===== src/verilog/press_seq_pkg.sv =====
// Behaviour
// - Material is tracked only as relative encoder movement, in a length counter given meaning by referencing.
// - A held cycle input seeks the reference switch, moves to minimum die distance, fires, then returns home; with e-stop open or switch seven on it cuts.
// - Releasing the cycle input before referencing ends aborts it and raises an error.
// - At the bottom of the referencing stroke the length counter is cleared and the unit is referenced.
// - A test command carries a part length and velocity, starts on confirm and halts at once on cancel.
// - During the test, line encoder pulses are made at a rate set by the velocity and the die cycles as in a real cut.
// - Raising the run input with an order loaded enters run mode, which counts holes and fires at each target.
// - The remaining quantity drops after each piece and the line stops when it reaches zero.
// - A target already beyond the die when run mode is entered raises a missed-cut error.
// - The unit identifier is 30 plus the three low configuration switches, switch one as the least significant bit.
// - Switch four flips line encoder direction, five the die encoder, six the drive polarity; seven must stay off.
// - Inputs and outputs follow the fixed assignment: jogs, run, press complete, cycle, retract, e-stop; press, enable, run.
// - A target is placed the programmed length beyond the last of the programmed number of counted holes.
// - An order quantity of 9999 runs continuously without counting down.
// - A manual cycle holds the cut output until the hold time expires or press complete closes.
package press_seq_pkg;
	localparam logic [7:0] ADDR_CTRL = 8'h00;
	localparam logic [7:0] ADDR_QTY = 8'h04;
	localparam logic [7:0] ADDR_HOLES = 8'h08;
	localparam logic [7:0] ADDR_LENGTH = 8'h0C;
	localparam logic [7:0] ADDR_TEST_LEN = 8'h10;
	localparam logic [7:0] ADDR_TEST_VEL = 8'h14;
	localparam logic [7:0] ADDR_HOLD = 8'h18;
	localparam logic [7:0] ADDR_MIN_DIE = 8'h1C;
	localparam logic [7:0] ADDR_STATUS = 8'h20;
	localparam logic [7:0] ADDR_POSITION = 8'h24;
	localparam logic [7:0] ADDR_UNIT_ID = 8'h28;
	localparam logic [7:0] ADDR_IRQ_STATUS = 8'h2C;
	localparam logic [7:0] ADDR_IRQ_ENABLE = 8'h30;
	localparam logic [7:0] ADDR_IRQ_CLEAR = 8'h34;
	localparam int CTRL_TEST_START = 0;
	localparam int CTRL_TEST_CANCEL = 1;
	localparam int CTRL_ORDER_LOAD = 2;
	localparam int CTRL_CLEAR_HOLES = 3;
	localparam int EV_REF_DONE = 0;
	localparam int EV_REF_ERROR = 1;
	localparam int EV_MISSED_CUT = 2;
	localparam int EV_PIECE_DONE = 3;
	localparam int EV_BATCH_DONE = 4;
	localparam int EV_WIDTH = 5;
	localparam logic [15:0] QTY_CONTINUOUS = 16'd9999;
	localparam logic [7:0] UNIT_ID_BASE = 8'd30;
	localparam logic [15:0] HOLD_MS_RESET = 16'd500;
	localparam logic [23:0] MIN_DIE_RESET = 24'h000100;
	localparam logic [15:0] HOLES_RESET = 16'h0001;
	localparam int CLK_PERIOD_NS = 20;
	localparam int MS_PERIOD_NS = 1000000;
	localparam int MS_TICK_CYCLES = MS_PERIOD_NS / CLK_PERIOD_NS;
	typedef enum logic [3:0] {
		ST_IDLE = 4'h0,
		ST_REF_SEEK = 4'h1,
		ST_REF_MOVE = 4'h2,
		ST_REF_FIRE = 4'h3,
		ST_REF_HOME = 4'h4,
		ST_CUT = 4'h5,
		ST_RUN = 4'h6,
		ST_FIRE = 4'h7,
		ST_RETURN = 4'h8
	} state_type;
endpackage


===== src/verilog/flying_press_sequencer.sv =====
`timescale 1ns/1ps
module flying_press_sequencer #(
	parameter int MS_CYCLES = press_seq_pkg::MS_TICK_CYCLES
) (
	input wire logic sys_clk,
	input wire logic rst,
	input wire logic [7:0] addr,
	input wire logic [31:0] wdata,
	input wire logic wr_stb,
	input wire logic rd_stb,
	output logic [31:0] rdata,
	output logic irq,
	input wire logic die_jog_fwd,
	input wire logic die_jog_rev,
	input wire logic run_in,
	input wire logic press_complete,
	input wire logic manual_cycle,
	input wire logic die_retract,
	input wire logic hole_detect,
	input wire logic estop_ready,
	input wire logic ref_switch,
	input wire logic line_step,
	input wire logic line_dir,
	input wire logic die_step,
	input wire logic die_dir,
	input wire logic cfg_switch_one,
	input wire logic cfg_switch_two,
	input wire logic cfg_switch_three,
	input wire logic line_encoder_dir_switch,
	input wire logic die_encoder_dir_switch,
	input wire logic drive_polarity_switch,
	input wire logic spare_switch,
	output logic press_down,
	output logic drive_enable,
	output logic run_out,
	output logic die_fwd,
	output logic die_rev
);
	press_seq_pkg::state_type state_reg, state_next;
	logic [15:0] qty_reg, holes_reg, length_set_reg, test_len_reg, test_vel_reg, hold_reg, left_reg, hole_cnt_reg;
	logic [23:0] min_die_reg, length_reg, die_pos_reg, target_reg;
	localparam int EV_W = press_seq_pkg::EV_WIDTH;
	logic [EV_W-1:0] irq_status_reg, irq_enable_reg, ev;
	logic [7:0] unit_id_reg;
	logic order_loaded_reg, test_mode_reg, armed_reg, referenced_reg, ref_err_reg;
	logic hole_prev_reg, run_prev_reg, cycle_prev_reg;
	logic [31:0] ms_cnt_reg;
	logic [15:0] hold_cnt_reg;
	logic hole_rise, run_rise, cycle_rise, permit, fire_state, fire_done, sim_pulse, line_pulse, line_up;
	logic test_go, test_stop, order_load, clear_holes, at_target, continuous, in_ref;

	assign hole_rise = hole_detect & ~hole_prev_reg;
	assign run_rise = run_in & ~run_prev_reg;
	assign cycle_rise = manual_cycle & ~cycle_prev_reg;
	assign permit = estop_ready & ~spare_switch;
	assign test_go = wr_stb && addr == press_seq_pkg::ADDR_CTRL && wdata[press_seq_pkg::CTRL_TEST_START];
	assign test_stop = wr_stb && addr == press_seq_pkg::ADDR_CTRL && wdata[press_seq_pkg::CTRL_TEST_CANCEL];
	assign order_load = wr_stb && addr == press_seq_pkg::ADDR_CTRL && wdata[press_seq_pkg::CTRL_ORDER_LOAD];
	assign clear_holes = wr_stb && addr == press_seq_pkg::ADDR_CTRL && wdata[press_seq_pkg::CTRL_CLEAR_HOLES];
	assign fire_state = state_reg == press_seq_pkg::ST_REF_FIRE || state_reg == press_seq_pkg::ST_CUT ||
		state_reg == press_seq_pkg::ST_FIRE;
	assign in_ref = state_reg == press_seq_pkg::ST_REF_SEEK || state_reg == press_seq_pkg::ST_REF_MOVE ||
		state_reg == press_seq_pkg::ST_REF_FIRE || state_reg == press_seq_pkg::ST_REF_HOME;
	assign fire_done = press_complete || hold_cnt_reg >= hold_reg;
	assign at_target = armed_reg && $signed(length_reg) >= $signed(target_reg);
	assign continuous = qty_reg == press_seq_pkg::QTY_CONTINUOUS;

	pulse_rate_gen sim_gen (
		.sys_clk(sys_clk),
		.rst(rst),
		.enable(test_mode_reg && state_reg != press_seq_pkg::ST_IDLE),
		.rate(test_vel_reg),
		.pulse(sim_pulse)
	);
	assign line_pulse = test_mode_reg ? sim_pulse : line_step;
	assign line_up = test_mode_reg ? 1'b1 : line_dir ^ line_encoder_dir_switch;

	always_comb begin
		state_next = state_reg;
		case (state_reg)
			press_seq_pkg::ST_IDLE: begin
				if (cycle_rise) begin
					state_next = permit ? press_seq_pkg::ST_REF_SEEK : press_seq_pkg::ST_CUT;
				end else if (test_go && permit) begin
					state_next = press_seq_pkg::ST_RUN;
				end else if (run_rise && order_loaded_reg && permit) begin
					state_next = press_seq_pkg::ST_RUN;
				end
			end
			press_seq_pkg::ST_REF_SEEK: begin
				if (ref_switch) begin
					state_next = press_seq_pkg::ST_REF_MOVE;
				end
			end
			press_seq_pkg::ST_REF_MOVE: begin
				if ($signed(die_pos_reg) >= $signed(min_die_reg)) begin
					state_next = press_seq_pkg::ST_REF_FIRE;
				end
			end
			press_seq_pkg::ST_REF_FIRE: begin
				if (fire_done) begin
					state_next = press_seq_pkg::ST_REF_HOME;
				end
			end
			press_seq_pkg::ST_REF_HOME: begin
				if (ref_switch) begin
					state_next = press_seq_pkg::ST_IDLE;
				end
			end
			press_seq_pkg::ST_CUT: begin
				if (fire_done) begin
					state_next = press_seq_pkg::ST_IDLE;
				end
			end
			press_seq_pkg::ST_RUN: begin
				if (test_mode_reg ? test_stop : ~run_in) begin
					state_next = press_seq_pkg::ST_IDLE;
				end else if (at_target) begin
					state_next = press_seq_pkg::ST_FIRE;
				end
			end
			press_seq_pkg::ST_FIRE: begin
				if (test_mode_reg && test_stop) begin
					state_next = press_seq_pkg::ST_IDLE;
				end else if (fire_done) begin
					state_next = press_seq_pkg::ST_RETURN;
				end
			end
			press_seq_pkg::ST_RETURN: begin
				if (test_mode_reg && test_stop) begin
					state_next = press_seq_pkg::ST_IDLE;
				end else if (ref_switch) begin
					state_next = (!test_mode_reg && !continuous && left_reg == 16'h0000) ?
						press_seq_pkg::ST_IDLE : press_seq_pkg::ST_RUN;
				end
			end
			default: state_next = press_seq_pkg::ST_IDLE;
		endcase
		if (in_ref && !manual_cycle) begin
			state_next = press_seq_pkg::ST_IDLE;
		end
		if (!permit && state_next != press_seq_pkg::ST_CUT) begin
			state_next = press_seq_pkg::ST_IDLE;
		end
	end

	always_ff @(posedge sys_clk or posedge rst) begin
		if (rst) begin
			state_reg <= press_seq_pkg::ST_IDLE;
			hole_prev_reg <= 1'b0;
			run_prev_reg <= 1'b0;
			cycle_prev_reg <= 1'b0;
		end else begin
			state_reg <= state_next;
			hole_prev_reg <= hole_detect;
			run_prev_reg <= run_in;
			cycle_prev_reg <= manual_cycle;
		end
	end

	// Millisecond base for the cut hold timer.
	always_ff @(posedge sys_clk or posedge rst) begin
		if (rst) begin
			ms_cnt_reg <= 32'h00000000;
			hold_cnt_reg <= 16'h0000;
		end else if (!fire_state) begin
			ms_cnt_reg <= 32'h00000000;
			hold_cnt_reg <= 16'h0000;
		end else if (ms_cnt_reg == 32'(MS_CYCLES - 1)) begin
			ms_cnt_reg <= 32'h00000000;
			hold_cnt_reg <= hold_cnt_reg + 16'h0001;
		end else begin
			ms_cnt_reg <= ms_cnt_reg + 32'h00000001;
		end
	end

	always_ff @(posedge sys_clk or posedge rst) begin
		if (rst) begin
			length_reg <= 24'h000000;
			referenced_reg <= 1'b0;
		end else if (state_reg == press_seq_pkg::ST_REF_FIRE && press_complete) begin
			length_reg <= 24'h000000;
			referenced_reg <= 1'b1;
		end else begin
			if (state_reg == press_seq_pkg::ST_REF_SEEK) begin
				referenced_reg <= 1'b0;
			end
			if (line_pulse) begin
				length_reg <= line_up ? length_reg + 24'h000001 : length_reg - 24'h000001;
			end
		end
	end

	always_ff @(posedge sys_clk or posedge rst) begin
		if (rst) begin
			die_pos_reg <= 24'h000000;
		end else if (state_reg == press_seq_pkg::ST_REF_SEEK && ref_switch) begin
			die_pos_reg <= 24'h000000;
		end else if (die_step) begin
			die_pos_reg <= (die_dir ^ die_encoder_dir_switch) ? die_pos_reg + 24'h000001 :
				die_pos_reg - 24'h000001;
		end
	end

	// Hole counter, targets and batch count.
	always_ff @(posedge sys_clk or posedge rst) begin
		if (rst) begin
			hole_cnt_reg <= 16'h0000;
			armed_reg <= 1'b0;
			target_reg <= 24'h000000;
			left_reg <= 16'h0000;
			order_loaded_reg <= 1'b0;
			test_mode_reg <= 1'b0;
		end else begin
			if (state_reg == press_seq_pkg::ST_IDLE && state_next == press_seq_pkg::ST_RUN) begin
				test_mode_reg <= ~(run_rise && order_loaded_reg) | test_go;
			end else if (state_next == press_seq_pkg::ST_IDLE) begin
				test_mode_reg <= 1'b0;
			end
			if (order_load) begin
				left_reg <= qty_reg;
				order_loaded_reg <= qty_reg != 16'h0000;
			end else if (state_reg == press_seq_pkg::ST_FIRE && fire_done && !test_mode_reg && !continuous &&
					left_reg != 16'h0000) begin
				left_reg <= left_reg - 16'h0001;
				order_loaded_reg <= left_reg != 16'h0001;
			end
			if (clear_holes || state_reg == press_seq_pkg::ST_FIRE) begin
				hole_cnt_reg <= 16'h0000;
				armed_reg <= 1'b0;
			end else if (state_reg == press_seq_pkg::ST_IDLE && state_next == press_seq_pkg::ST_RUN && at_target) begin
				armed_reg <= 1'b0;
			end else if (test_mode_reg && state_reg == press_seq_pkg::ST_RUN && !armed_reg) begin
				target_reg <= length_reg + {8'h00, test_len_reg};
				armed_reg <= 1'b1;
			end else if (!test_mode_reg && hole_rise && state_reg != press_seq_pkg::ST_IDLE && !armed_reg) begin
				if (hole_cnt_reg + 16'h0001 >= holes_reg) begin
					hole_cnt_reg <= 16'h0000;
					target_reg <= length_reg + {8'h00, length_set_reg};
					armed_reg <= 1'b1;
				end else begin
					hole_cnt_reg <= hole_cnt_reg + 16'h0001;
				end
			end
		end
	end

	always_comb begin
		ev = '0;
		ev[press_seq_pkg::EV_REF_DONE] = state_reg == press_seq_pkg::ST_REF_HOME &&
			state_next == press_seq_pkg::ST_IDLE && ref_switch && manual_cycle && permit;
		ev[press_seq_pkg::EV_REF_ERROR] = in_ref && !manual_cycle;
		ev[press_seq_pkg::EV_MISSED_CUT] = state_reg == press_seq_pkg::ST_IDLE &&
			state_next == press_seq_pkg::ST_RUN && at_target;
		ev[press_seq_pkg::EV_PIECE_DONE] = state_reg == press_seq_pkg::ST_FIRE && fire_done;
		ev[press_seq_pkg::EV_BATCH_DONE] = state_reg == press_seq_pkg::ST_RETURN &&
			state_next == press_seq_pkg::ST_IDLE && ref_switch && !test_mode_reg;
	end

	// Register writes; a new event wins over a clear in the same cycle.
	always_ff @(posedge sys_clk or posedge rst) begin
		if (rst) begin
			qty_reg <= 16'h0000;
			holes_reg <= press_seq_pkg::HOLES_RESET;
			length_set_reg <= 16'h0000;
			test_len_reg <= 16'h0000;
			test_vel_reg <= 16'h0000;
			hold_reg <= press_seq_pkg::HOLD_MS_RESET;
			min_die_reg <= press_seq_pkg::MIN_DIE_RESET;
			irq_enable_reg <= '0;
			irq_status_reg <= '0;
		end else begin
			if (wr_stb) begin
				case (addr)
					press_seq_pkg::ADDR_QTY: qty_reg <= wdata[15:0];
					press_seq_pkg::ADDR_HOLES: holes_reg <= wdata[15:0];
					press_seq_pkg::ADDR_LENGTH: length_set_reg <= wdata[15:0];
					press_seq_pkg::ADDR_TEST_LEN: test_len_reg <= wdata[15:0];
					press_seq_pkg::ADDR_TEST_VEL: test_vel_reg <= wdata[15:0];
					press_seq_pkg::ADDR_HOLD: hold_reg <= wdata[15:0];
					press_seq_pkg::ADDR_MIN_DIE: min_die_reg <= wdata[23:0];
					press_seq_pkg::ADDR_IRQ_ENABLE: irq_enable_reg <= wdata[EV_W-1:0];
					default: ;
				endcase
			end
			irq_status_reg <= (irq_status_reg & ~((wr_stb && addr == press_seq_pkg::ADDR_IRQ_CLEAR) ?
				wdata[EV_W-1:0] : '0)) | ev;
		end
	end

	// Registered outputs and read port.
	always_ff @(posedge sys_clk or posedge rst) begin
		if (rst) begin
			rdata <= 32'h00000000;
			irq <= 1'b0;
			unit_id_reg <= press_seq_pkg::UNIT_ID_BASE;
			press_down <= 1'b0;
			drive_enable <= 1'b0;
			run_out <= 1'b0;
			die_fwd <= 1'b0;
			die_rev <= 1'b0;
		end else begin
			irq <= |(irq_status_reg & irq_enable_reg);
			unit_id_reg <= press_seq_pkg::UNIT_ID_BASE + {5'h00, cfg_switch_three, cfg_switch_two, cfg_switch_one};
			press_down <= state_next == press_seq_pkg::ST_REF_FIRE || state_next == press_seq_pkg::ST_CUT ||
				state_next == press_seq_pkg::ST_FIRE;
			drive_enable <= estop_ready;
			run_out <= estop_ready && (state_next == press_seq_pkg::ST_RUN || state_next == press_seq_pkg::ST_FIRE ||
				state_next == press_seq_pkg::ST_RETURN);
			die_fwd <= drive_polarity_switch ? die_rev_cmd(state_next) : die_fwd_cmd(state_next);
			die_rev <= drive_polarity_switch ? die_fwd_cmd(state_next) : die_rev_cmd(state_next);
			rdata <= 32'h00000000;
			if (rd_stb) begin
				case (addr)
					press_seq_pkg::ADDR_QTY: rdata <= {16'h0000, qty_reg};
					press_seq_pkg::ADDR_HOLES: rdata <= {16'h0000, holes_reg};
					press_seq_pkg::ADDR_LENGTH: rdata <= {16'h0000, length_set_reg};
					press_seq_pkg::ADDR_TEST_LEN: rdata <= {16'h0000, test_len_reg};
					press_seq_pkg::ADDR_TEST_VEL: rdata <= {16'h0000, test_vel_reg};
					press_seq_pkg::ADDR_HOLD: rdata <= {16'h0000, hold_reg};
					press_seq_pkg::ADDR_MIN_DIE: rdata <= {8'h00, min_die_reg};
					press_seq_pkg::ADDR_STATUS: rdata <= {left_reg, 6'h00, spare_switch, order_loaded_reg,
						armed_reg, test_mode_reg, referenced_reg, 1'b0, state_reg};
					press_seq_pkg::ADDR_POSITION: rdata <= {8'h00, length_reg};
					press_seq_pkg::ADDR_UNIT_ID: rdata <= {24'h000000, unit_id_reg};
					press_seq_pkg::ADDR_IRQ_STATUS: rdata <= {27'h0000000, irq_status_reg};
					press_seq_pkg::ADDR_IRQ_ENABLE: rdata <= {27'h0000000, irq_enable_reg};
					default: rdata <= 32'h00000000;
				endcase
			end
		end
	end

	function automatic logic die_fwd_cmd(input press_seq_pkg::state_type s);
		die_fwd_cmd = s == press_seq_pkg::ST_REF_MOVE || s == press_seq_pkg::ST_FIRE ||
			(s == press_seq_pkg::ST_IDLE && die_jog_fwd && !die_jog_rev && !die_retract);
	endfunction

	function automatic logic die_rev_cmd(input press_seq_pkg::state_type s);
		die_rev_cmd = s == press_seq_pkg::ST_REF_SEEK || s == press_seq_pkg::ST_REF_HOME ||
			s == press_seq_pkg::ST_RETURN || (s == press_seq_pkg::ST_IDLE && (die_retract || die_jog_rev) && !die_jog_fwd);
	endfunction
endmodule // flying_press_sequencer


===== src/verilog/pulse_rate_gen.sv =====
`timescale 1ns/1ps
// Phase accumulator: one output pulse per carry, so the pulse rate is rate/65536 of the clock.
module pulse_rate_gen (
	input wire logic sys_clk,
	input wire logic rst,
	input wire logic enable,
	input wire logic [15:0] rate,
	output logic pulse
);
	logic [15:0] acc_reg;
	logic [16:0] sum;
	assign sum = {1'b0, acc_reg} + {1'b0, rate};
	always_ff @(posedge sys_clk or posedge rst) begin
		if (rst) begin
			acc_reg <= 16'h0000;
			pulse <= 1'b0;
		end else if (enable) begin
			acc_reg <= sum[15:0];
			pulse <= sum[16];
		end else begin
			acc_reg <= 16'h0000;
			pulse <= 1'b0;
		end
	end
endmodule // pulse_rate_gen


===== config.mk =====
export PLATFORM = sky130hd
export DESIGN_NAME = flying_press_sequencer
export DESIGN_NICKNAME = d
export VERILOG_FILES = /design/src/verilog/press_seq_pkg.sv /design/src/verilog/flying_press_sequencer.sv /design/src/verilog/pulse_rate_gen.sv
export SDC_FILE = /design/constraint.sdc
export NUM_CORES = 1
export LEC_CHECK = 0
export BUFFER_PORTS_ARGS = -buffer_cell sky130_fd_sc_hd__buf_2
export CORE_ASPECT_RATIO = 1.4
export CORE_MARGIN = 2
export CORE_UTILIZATION = 42
export CTS_BUF_LIST = sky130_fd_sc_hd__clkbuf_8
export DETAILED_ROUTE_END_ITERATION = 16
export HOLD_SLACK_MARGIN = 0.06
export PLACE_DENSITY_LB_ADDON = 0.05
export SKIP_LAST_GASP = 1
export SYNTH_ARGS = -nofsm -noshare
export SYNTH_HDL_FRONTEND = slang
export SYNTH_SLANG_ARGS = --single-unit

===== constraint.sdc =====
create_clock -name sys_clk -period 29.2 [get_ports sys_clk]
set_input_delay 1.46 -clock sys_clk [delete_from_list [all_inputs] [get_ports sys_clk]]
set_output_delay 1.46 -clock sys_clk [all_outputs]
set_load 0.01 [all_outputs]

==> metrics.md, run 1 <==
| Metric | Value |
|---|---|
| Fraction of registers with async set/reset | `100.0%` |
| Status | `completed` |
| Main area contributors after synthesis | `dfrtp_1, ha_1, mux2_2` |
| Num CTS Buffers | `61` |
| Largest driver fanout on the critical path | `17` |
| Total grt overflow | `0` |
| Number of clock sinks | `353` |
| Synth-to-Final Area Change | `12.33%` |
| Peak supply drop | `47.12 uV` |
| Critical Path AT | `5590 ps` |
| Part of the power in the clock network | `31.3%` |
| Final non-filler cell total | `2,955` |
| Largest net degree at the start of global routing | `86` |
| Post-CTS setup buffers | `0` |
| Antenna Nets Post-Route | `0` |
| Core area | `49,760 um^2` |
| Initial core utilization | `42.25%` |
| Syn_nets | `2,379` |
| Cell with the most instances after synthesis | `dfrtp_1` |
| DRT Wirelength | `63,440 um` |
| Sw Ratio | `35.18%` |
| # rows | `97` |
| Post-DR vias/cell | `5.729` |
| R2R depth | `17` |
| Worst Setup Start Kind | `register` |
| Hold Violations, Final | `0` |
| Worst-margin pin slew | `1155 ps` |
| TritonCTS clock tree | `built` |
| Hold WC Path Type | `reg2reg` |
| Initial antenna violation count | `1` |
| Clk slew on worst S/H paths | `60 ps` |
| Post-Syn Area per Cell | `9.782 um^2` |
| CP Capture Type | `register` |
| Hpwl dp | `46,540 um` |
| Slew Limit Headroom | `23.00%` |
| Fin Setup TNS | `0 ps` |
| Dpl cells | `2,839` |
| Min Tclk post-route | `5069 ps` |
| Synthesis-stage register bit count | `353` |
| Skew-Pair Late Insertion Delay | `690 ps` |
| Commonest cells post-synth | `dfrtp_1, nor2_1, nand2_1` |
| Max_cap viols | `0` |
| CP required | `29,720 ps` |
| Max Slew Vio Count | `0` |
| Share of cells above drive strength 1 | `16.57%` |
| Die extent in y | `268.7 um` |
| DRC viols | `0` |
| Path type of the worst setup path | `reg2reg` |
| Register area share after synthesis | `42.09%` |
| Top-area cell type share of the netlist area | `40.71%` |
| Routed len/inst | `21.47 um` |
| Root Driver | `clkbuf_8` |
| Post-Syn Area | `21,020 um^2` |
| DR iter-0 viols | `957` |
| RSZ-0062 raised after global routing | `false` |
| Fmax | `197.3 MHz` |
| Power Internal | `1039 uW` |
| Gp weighted congestion | `0.8707` |
| Syn Inst Count | `2,149` |
| Leakage | `0.01126 uW` |
| Fill cells | `4,860` |
| Setup-failing EPs final | `0` |
| Die extent in x | `193.1 um` |
| IO Port Bufs | `93` |
| DRT Pass-1 Iters | `5` |
| Flop pwr share | `38.1%` |
| Final Cycle Share | `17.36%` |
| Full die area | `51,880 um^2` |
| Comb pwr share | `30.7%` |
| Synth Warn # | `0` |
| Hold_buf cts | `0` |
| Main synth FF type | `dfrtp_1` |
| Ports | `102` |
| Leading area contributor after synthesis | `dfrtp_1` |
| PD cells | `67.87 nW/um^2` |
| Hold path cells | `1` |
| CTS resizes | `0` |
| Longest Clk Path Bufs | `3` |
| DR vias | `16,930` |
| Post-synth EDFFs | `0` |
| Total Routing Usage GR | `24.67%` |
| First-pass GRT wire length | `97,520 um` |
| P_sw | `563.8 uW` |
| Number of distinct library cells after synthesis | `70` |
| Vias in the first global route | `16,840` |
| Fin nets | `2,489` |
| Clock skew | `38.53 ps` |
| H-tree depth | `2` |
power groups by stage:
stage                     combinational (uW)  clock [uW]  sequential, uW
after floorplan                          393           0             585
final                                    492         501             610
after global routing                     563         537             617
after CTS                                494         517             612
after detailed placement                 490           0             620
after global placement                   479           0             620
layout make-up:
| class | count | area (um^2) | area share, % |
|---|---|---|---|
| multi-input cells | 1603 | 11480 | 48.63 |
| repair buffers | 117 | 645.6 | 2.734 |
| inverters | 123 | 469.2 | 1.987 |
| clock buffers | 80 | 1101 | 4.663 |
| diodes | 1 | 2.502 | 0.01060 |
| clock inverters | 35 | 259.0 | 1.097 |
| flip-flops and latches | 353 | 8847 | 37.47 |
| well taps | 643 | 804.5 | 3.407 |
cell usage in the layout, fill, tap and decap left out, types with 16 or more instances in the layout:
| master | n |
|---|---|
| a211oi_1 | 17 |
| a21o_1 | 55 |
| a21oi_1 | 112 |
| a221oi_1 | 25 |
| a22o_1 | 31 |
| a22oi_1 | 30 |
| a31oi_1 | 37 |
| and3_1 | 39 |
| buf_2 | 93 |
| buf_4 | 24 |
| clkbuf_8 | 80 |
| dfrtp_1 | 342 |
| ha_1 | 162 |
| inv_1 | 139 |
| mux2_2 | 138 |
| mux2i_1 | 18 |
| nand2_1 | 177 |
| nand2b_1 | 16 |
| nand3_1 | 62 |
| nand4_1 | 22 |
| nor2_1 | 177 |
| nor3_1 | 36 |
| nor4_1 | 24 |
| o21ai_0 | 95 |
| or3_1 | 18 |
| xnor2_1 | 73 |
| xor2_1 | 63 |
critical path: stages (launching register included):
cell and delay (ps):
dfrtp_1 710, nand2b_1 220, nor2_1 80, nand3_1 80, buf_4 320, mux2_2 410
ha_1 220, fa_1 410, a21o_1 200, a21o_1 210, a2111oi_0 670, o31a_1 280
a21oi_1 110, a31oi_1 280, o21a_1 320, nor2_1 100, xnor2_1 150, a21oi_1 80
per-stage QoR:
| stage | cell area, um^2 | setup slack (ps) | hold slack [ps] | utilization [%] | power, uW |
|---|---|---|---|---|---|
| 6_report | 23610 | 24130 | 458.9 | 47.45 | 1603 |
| 5_1_grt | 23610 | 23760 | 477.2 | 47.45 | 1717 |
| 4_1_cts | 23610 | 24280 | 460.3 | 47.45 | 1623 |
| 3_5_place_dp | 22250 | 23690 | 451.9 | 44.71 | 1110 |
| 3_3_place_gp | 22250 | 23730 | 438.5 | 44.71 | 1098 |
| 2_1_floorplan | 21020 | 17970 | 425.1 | - | 977.5 |
path summary, 6_finish.rpt:
check	to	slack, ps	from
max	target_reg[22]$_DFFE_PP0P_	24130	state_reg[0]$_DFF_PP0_
min	ms_cnt_reg[0]$_DFF_PP0_	460	ms_cnt_reg[0]$_DFF_PP0_
max reg2reg	target_reg[22]$_DFFE_PP0P_	24130	state_reg[0]$_DFF_PP0_
min reg2reg	ms_cnt_reg[0]$_DFF_PP0_	460	ms_cnt_reg[0]$_DFF_PP0_
max in group asynchronous	hole_cnt_reg[5]$_DFFE_PP0P_	25210	rst
min in group asynchronous	length_reg[18]$_DFFE_PP0P_	890	rst
metal layers:
layer | routed length [um] | up-vias | share of wire (%) | track usage, %
li1 | - | 8026 | - | -
met1 | 27350 | 8394 | 43 | 31.34
met2 | 31080 | 395 | 49 | 42.35
met3 | 2718 | 113 | 4.3 | 3.462
met4 | 2291 | 0 | 3.6 | 9.357
met5 | 0 | - | 0 | 0
kinds of logic after synthesis:
| logic type | synth area share [%] |
|---|---|
| and+or+nand+nor | 14.73 |
| AOI/OAI and AO/OA | 15.75 |
| DFF | 42.09 |
| buffers and inverters | 3.452 |
| adders and majority gates | 10.02 |
| muxes | 8.297 |
| xor gates and xnor gates | 5.666 |
Power figures use the tool's default switching activity.
==> inputs of run 2 (changes only) <==
clock period = 4.6 ns   (was 29.2 ns; I/O delays follow)
==> run 2 against run 1 <==
Power rose to 6.3 times the previous value; maximum frequency up 19%; count of clock-buffer cells in the layout down 2; critical path depth down 5; clock power rose to 5.9 times the previous value; cell count up 1.7%; sequential power rose to 6.3 times the previous value; global-route usage up 0.22 points; sequential share of layout area down 0.75 points; register-to-register slack worse by 24000 ps; worst setup slack worse by 24000 ps; combinational power rose to 6.6 times the previous value.
==> metrics.md, run 2 (synthesis results as in run 1) <==
| Metric | Value |
|---|---|
| Largest net degree at the start of global routing | `102 (+19%)` |
| CP required | `5160 ps (-24,560 ps)` |
| Path type of the worst setup path | `reg2reg` |
| Num CTS Buffers | `59 (-3.3%)` |
| Antenna Nets Post-Route | `0 (unchanged)` |
| Routed len/inst | `21.18 um (-1.3%)` |
| First-pass GRT wire length | `98,080 um (+0.57%)` |
| Die extent in x | `193.1 um (unchanged)` |
| Setup-failing EPs final | `0 (unchanged)` |
| Area of the multi-input gates | `11,490 um^2 (about the same)` |
| PD cells | `417.5 nW/um^2 (+520%)` |
| Total Routing Usage GR | `24.89% (+0.22 points)` |
| Crit path buf inv count | `1 (unchanged)` |
| Final non-filler cell total | `3,006 (+1.7%)` |
| Setup crit start | `length_reg[23]$_DFFE_PP0P_` |
| Setup slack, reg-to-reg | `340 ps (-23,790 ps)` |
| Slew Limit Headroom | `15.43% (-7.6 points)` |
| Max Slew Vio Count | `0 (unchanged)` |
| IO Port Bufs | `93 (unchanged)` |
| DR iter-0 viols | `1,074 (+12%)` |
| Full die area | `51,880 um^2 (unchanged)` |
| RR Endpoint | `die_rev$_DFF_PP0_` |
| Share of cells above drive strength 1 | `16.81% (+0.24 points)` |
| Vias in the first global route | `17,060 (+1.3%)` |
| Post-CTS setup buffers | `0 (unchanged)` |
| Leading cell type in the layout, fill and taps excluded | `dfrtp_1` |
| RSZ-0062 raised after global routing | `false` |
| DRC viols | `0 (unchanged)` |
| Total grt overflow | `0 (unchanged)` |
| Post-DR vias/cell | `5.681 (-0.83%)` |
| Clock skew | `23.46 ps (-15.08 ps)` |
| Hold path cells | `3 (+2)` |
| Largest driver fanout on the critical path | `5 (-12)` |
| DRT Pass-1 Iters | `7 (+2)` |
| Dpl cells | `2,861 (+0.77%)` |
| Clk slew on worst S/H paths | `60 ps (about the same)` |
| Worst Setup Start Kind | `register` |
| Initial antenna violation count | `2 (+1)` |
| Min Tclk post-route | `4255 ps (-813.4 ps)` |
| CP Capture Type | `register` |
| Number of clock sinks | `353 (unchanged)` |
| Initial core utilization | `42.25% (unchanged)` |
| Highest-count cells in the layout ignoring fill and taps | `dfrtp_1, nand2_1, nor2_1, ha_1, mux2_2` |
| Synth-to-Final Area Change | `14.61%` |
| Longest Clk Path Bufs | `3 (unchanged)` |
| Fill cells | `4,790 (-1.4%)` |
| Seq. cell area | `8847 um^2 (unchanged)` |
| TritonCTS clock tree | `built` |
| Hpwl dp | `47,560 um (+2.2%)` |
| Die extent in y | `268.7 um (unchanged)` |
| Worst-margin pin slew | `1266 ps (+110.6 ps)` |
| CP Capture Point | `die_rev$_DFF_PP0_` |
| Peak supply drop | `222.6 uV (+370%)` |
| CP top delay family | `compound AO/OA/AOI/OAI gates` |
| Critical Path, Cell by Cell | `ha_1 -> nand4_1 -> nor4_1 -> and3_1 -> o21ai_0 -> o32ai_1 -> nor2_1 -> o31ai_2 -> a21oi_1 -> o311ai_1 -> a22oi_1 -> dlygate4sd3_1` |
| Hold Violations, Final | `0 (unchanged)` |
| DRT Wirelength | `63,680 um (+0.37%)` |
| CP max-delay cell | `dlygate4sd3_1` |
| Critical Path AT | `4820 ps (-770 ps)` |
| Fmax | `235.0 MHz (+19%)` |
| Skew-Pair Late Insertion Delay | `690 ps (about the same)` |
| Stages on worst setup path | `12 (-5)` |
| H-tree depth | `2 (unchanged)` |
| Critical Path Max Stage Delay | `570 ps (-140 ps)` |
| # rows | `97 (unchanged)` |
| Reg2reg start | `length_reg[23]$_DFFE_PP0P_` |
| Ports | `102 (unchanged)` |
| Max_cap viols | `0 (unchanged)` |
| Root Driver | `clkbuf_8` |
| Fin nets | `2,548 (+2.4%)` |
| R2R depth | `12 (-5)` |
| Final Cycle Share | `92.51% (+75 points)` |
| DR vias | `17,080 (+0.89%)` |
| Gp weighted congestion | `0.8760 (+0.61%)` |
| Core area | `49,760 um^2 (unchanged)` |
| Setup WS pre-CTS | `406.0 ps (-23,290 ps)` |
| Hold WC Path Type | `in2reg` |
| Final Worst Setup Slack | `344.5 ps (-23,790 ps)` |
| Status | `completed` |
| Leakage | `0.01148 uW (+2.0%)` |
run 2: cell types whose count changed in the layout (fill, tap and decap cells not counted), moves of 3 or more:
cell	previous run	this run
buf_12	0	3
buf_4	24	43
clkinv_2	12	7
dlygate4sd3_1	0	39
run 2: how the worst min path moves through the flow:
stage,startpoint,to,slack [ps]
floorplan,manual_cycle,cycle_prev_reg$_DFF_PP0_,260
global placement,cfg_switch_one,unit_id_reg[0]$_DFF_PP0_,340
detailed placement,cfg_switch_one,unit_id_reg[0]$_DFF_PP0_,340
CTS,wr_stb,irq_enable_reg[0]$_DFFE_PP0P_,60
global route,wr_stb,irq_enable_reg[0]$_DFFE_PP0P_,100
finish,wr_stb,irq_enable_reg[0]$_DFFE_PP0P_,130
run 2: metrics by stage:
stage	instance area [um^2]	hold WS, ps	util [%]	power, uW	setup TNS (ps)
2_1_floorplan	21030	261.4	-	6206	-119490
3_3_place_gp	22450	341.4	45.11	7030	0
3_5_place_dp	22450	340.6	45.11	7116	0
4_1_cts	24080	64.48	48.39	10180	0
5_1_grt	24090	104.9	48.41	10790	0
6_report	24090	125.5	48.42	10060	0
run 2: worst reg2reg max path, delay by kind of cell, from the launching register on:
| kind | cells | cell delay, ps |
|---|---|---|
| DFF | 1 | 500 |
| adders and majority gates | 1 | 450 |
| and+or+nand+nor | 4 | 1100 |
| buffers and inverters | 1 | 570 |
| AOI/OAI and AO/OA | 6 | 1530 |
run 2: routing by layer:
metal	part of all wire, %	global-route usage, %	vias up	routed length [um]
li1	-	-	8150	-
met1	43	31.41	8372	27400
met2	48	41.59	429	30500
met3	4.5	4.373	127	2859
met4	4.6	11.04	0	2915
met5	0	0	-	0
run 2: power by group:
group / internal, uW / total (uW) / switching [uW]
sequential: 3410 / 3830 / 418
combinational: 1470 / 3270 / 1800
clock: 1620 / 2960 / 1340
total: 6500 / 10100 / 3560
run 2: area by class of cell:
class | instances | share of cell area, %
Tap cell | 643 | 3.339
Antenna cell | 2 | 0.02077
Clock buffer | 78 | 4.456
Multi-Input combinational cell | 1603 | 47.69
Clock inverter | 26 | 0.6959
Inverter | 123 | 1.932
Sequential cell | 353 | 36.72
Timing Repair Buffer | 178 | 5.142
run 2: what timing repair did:
action	4_1_cts	5_1_grt
resized for setup	0	2
hold buffers	39	0
endpoints found under the setup margin	0	3
hold endpoints to repair	182	0
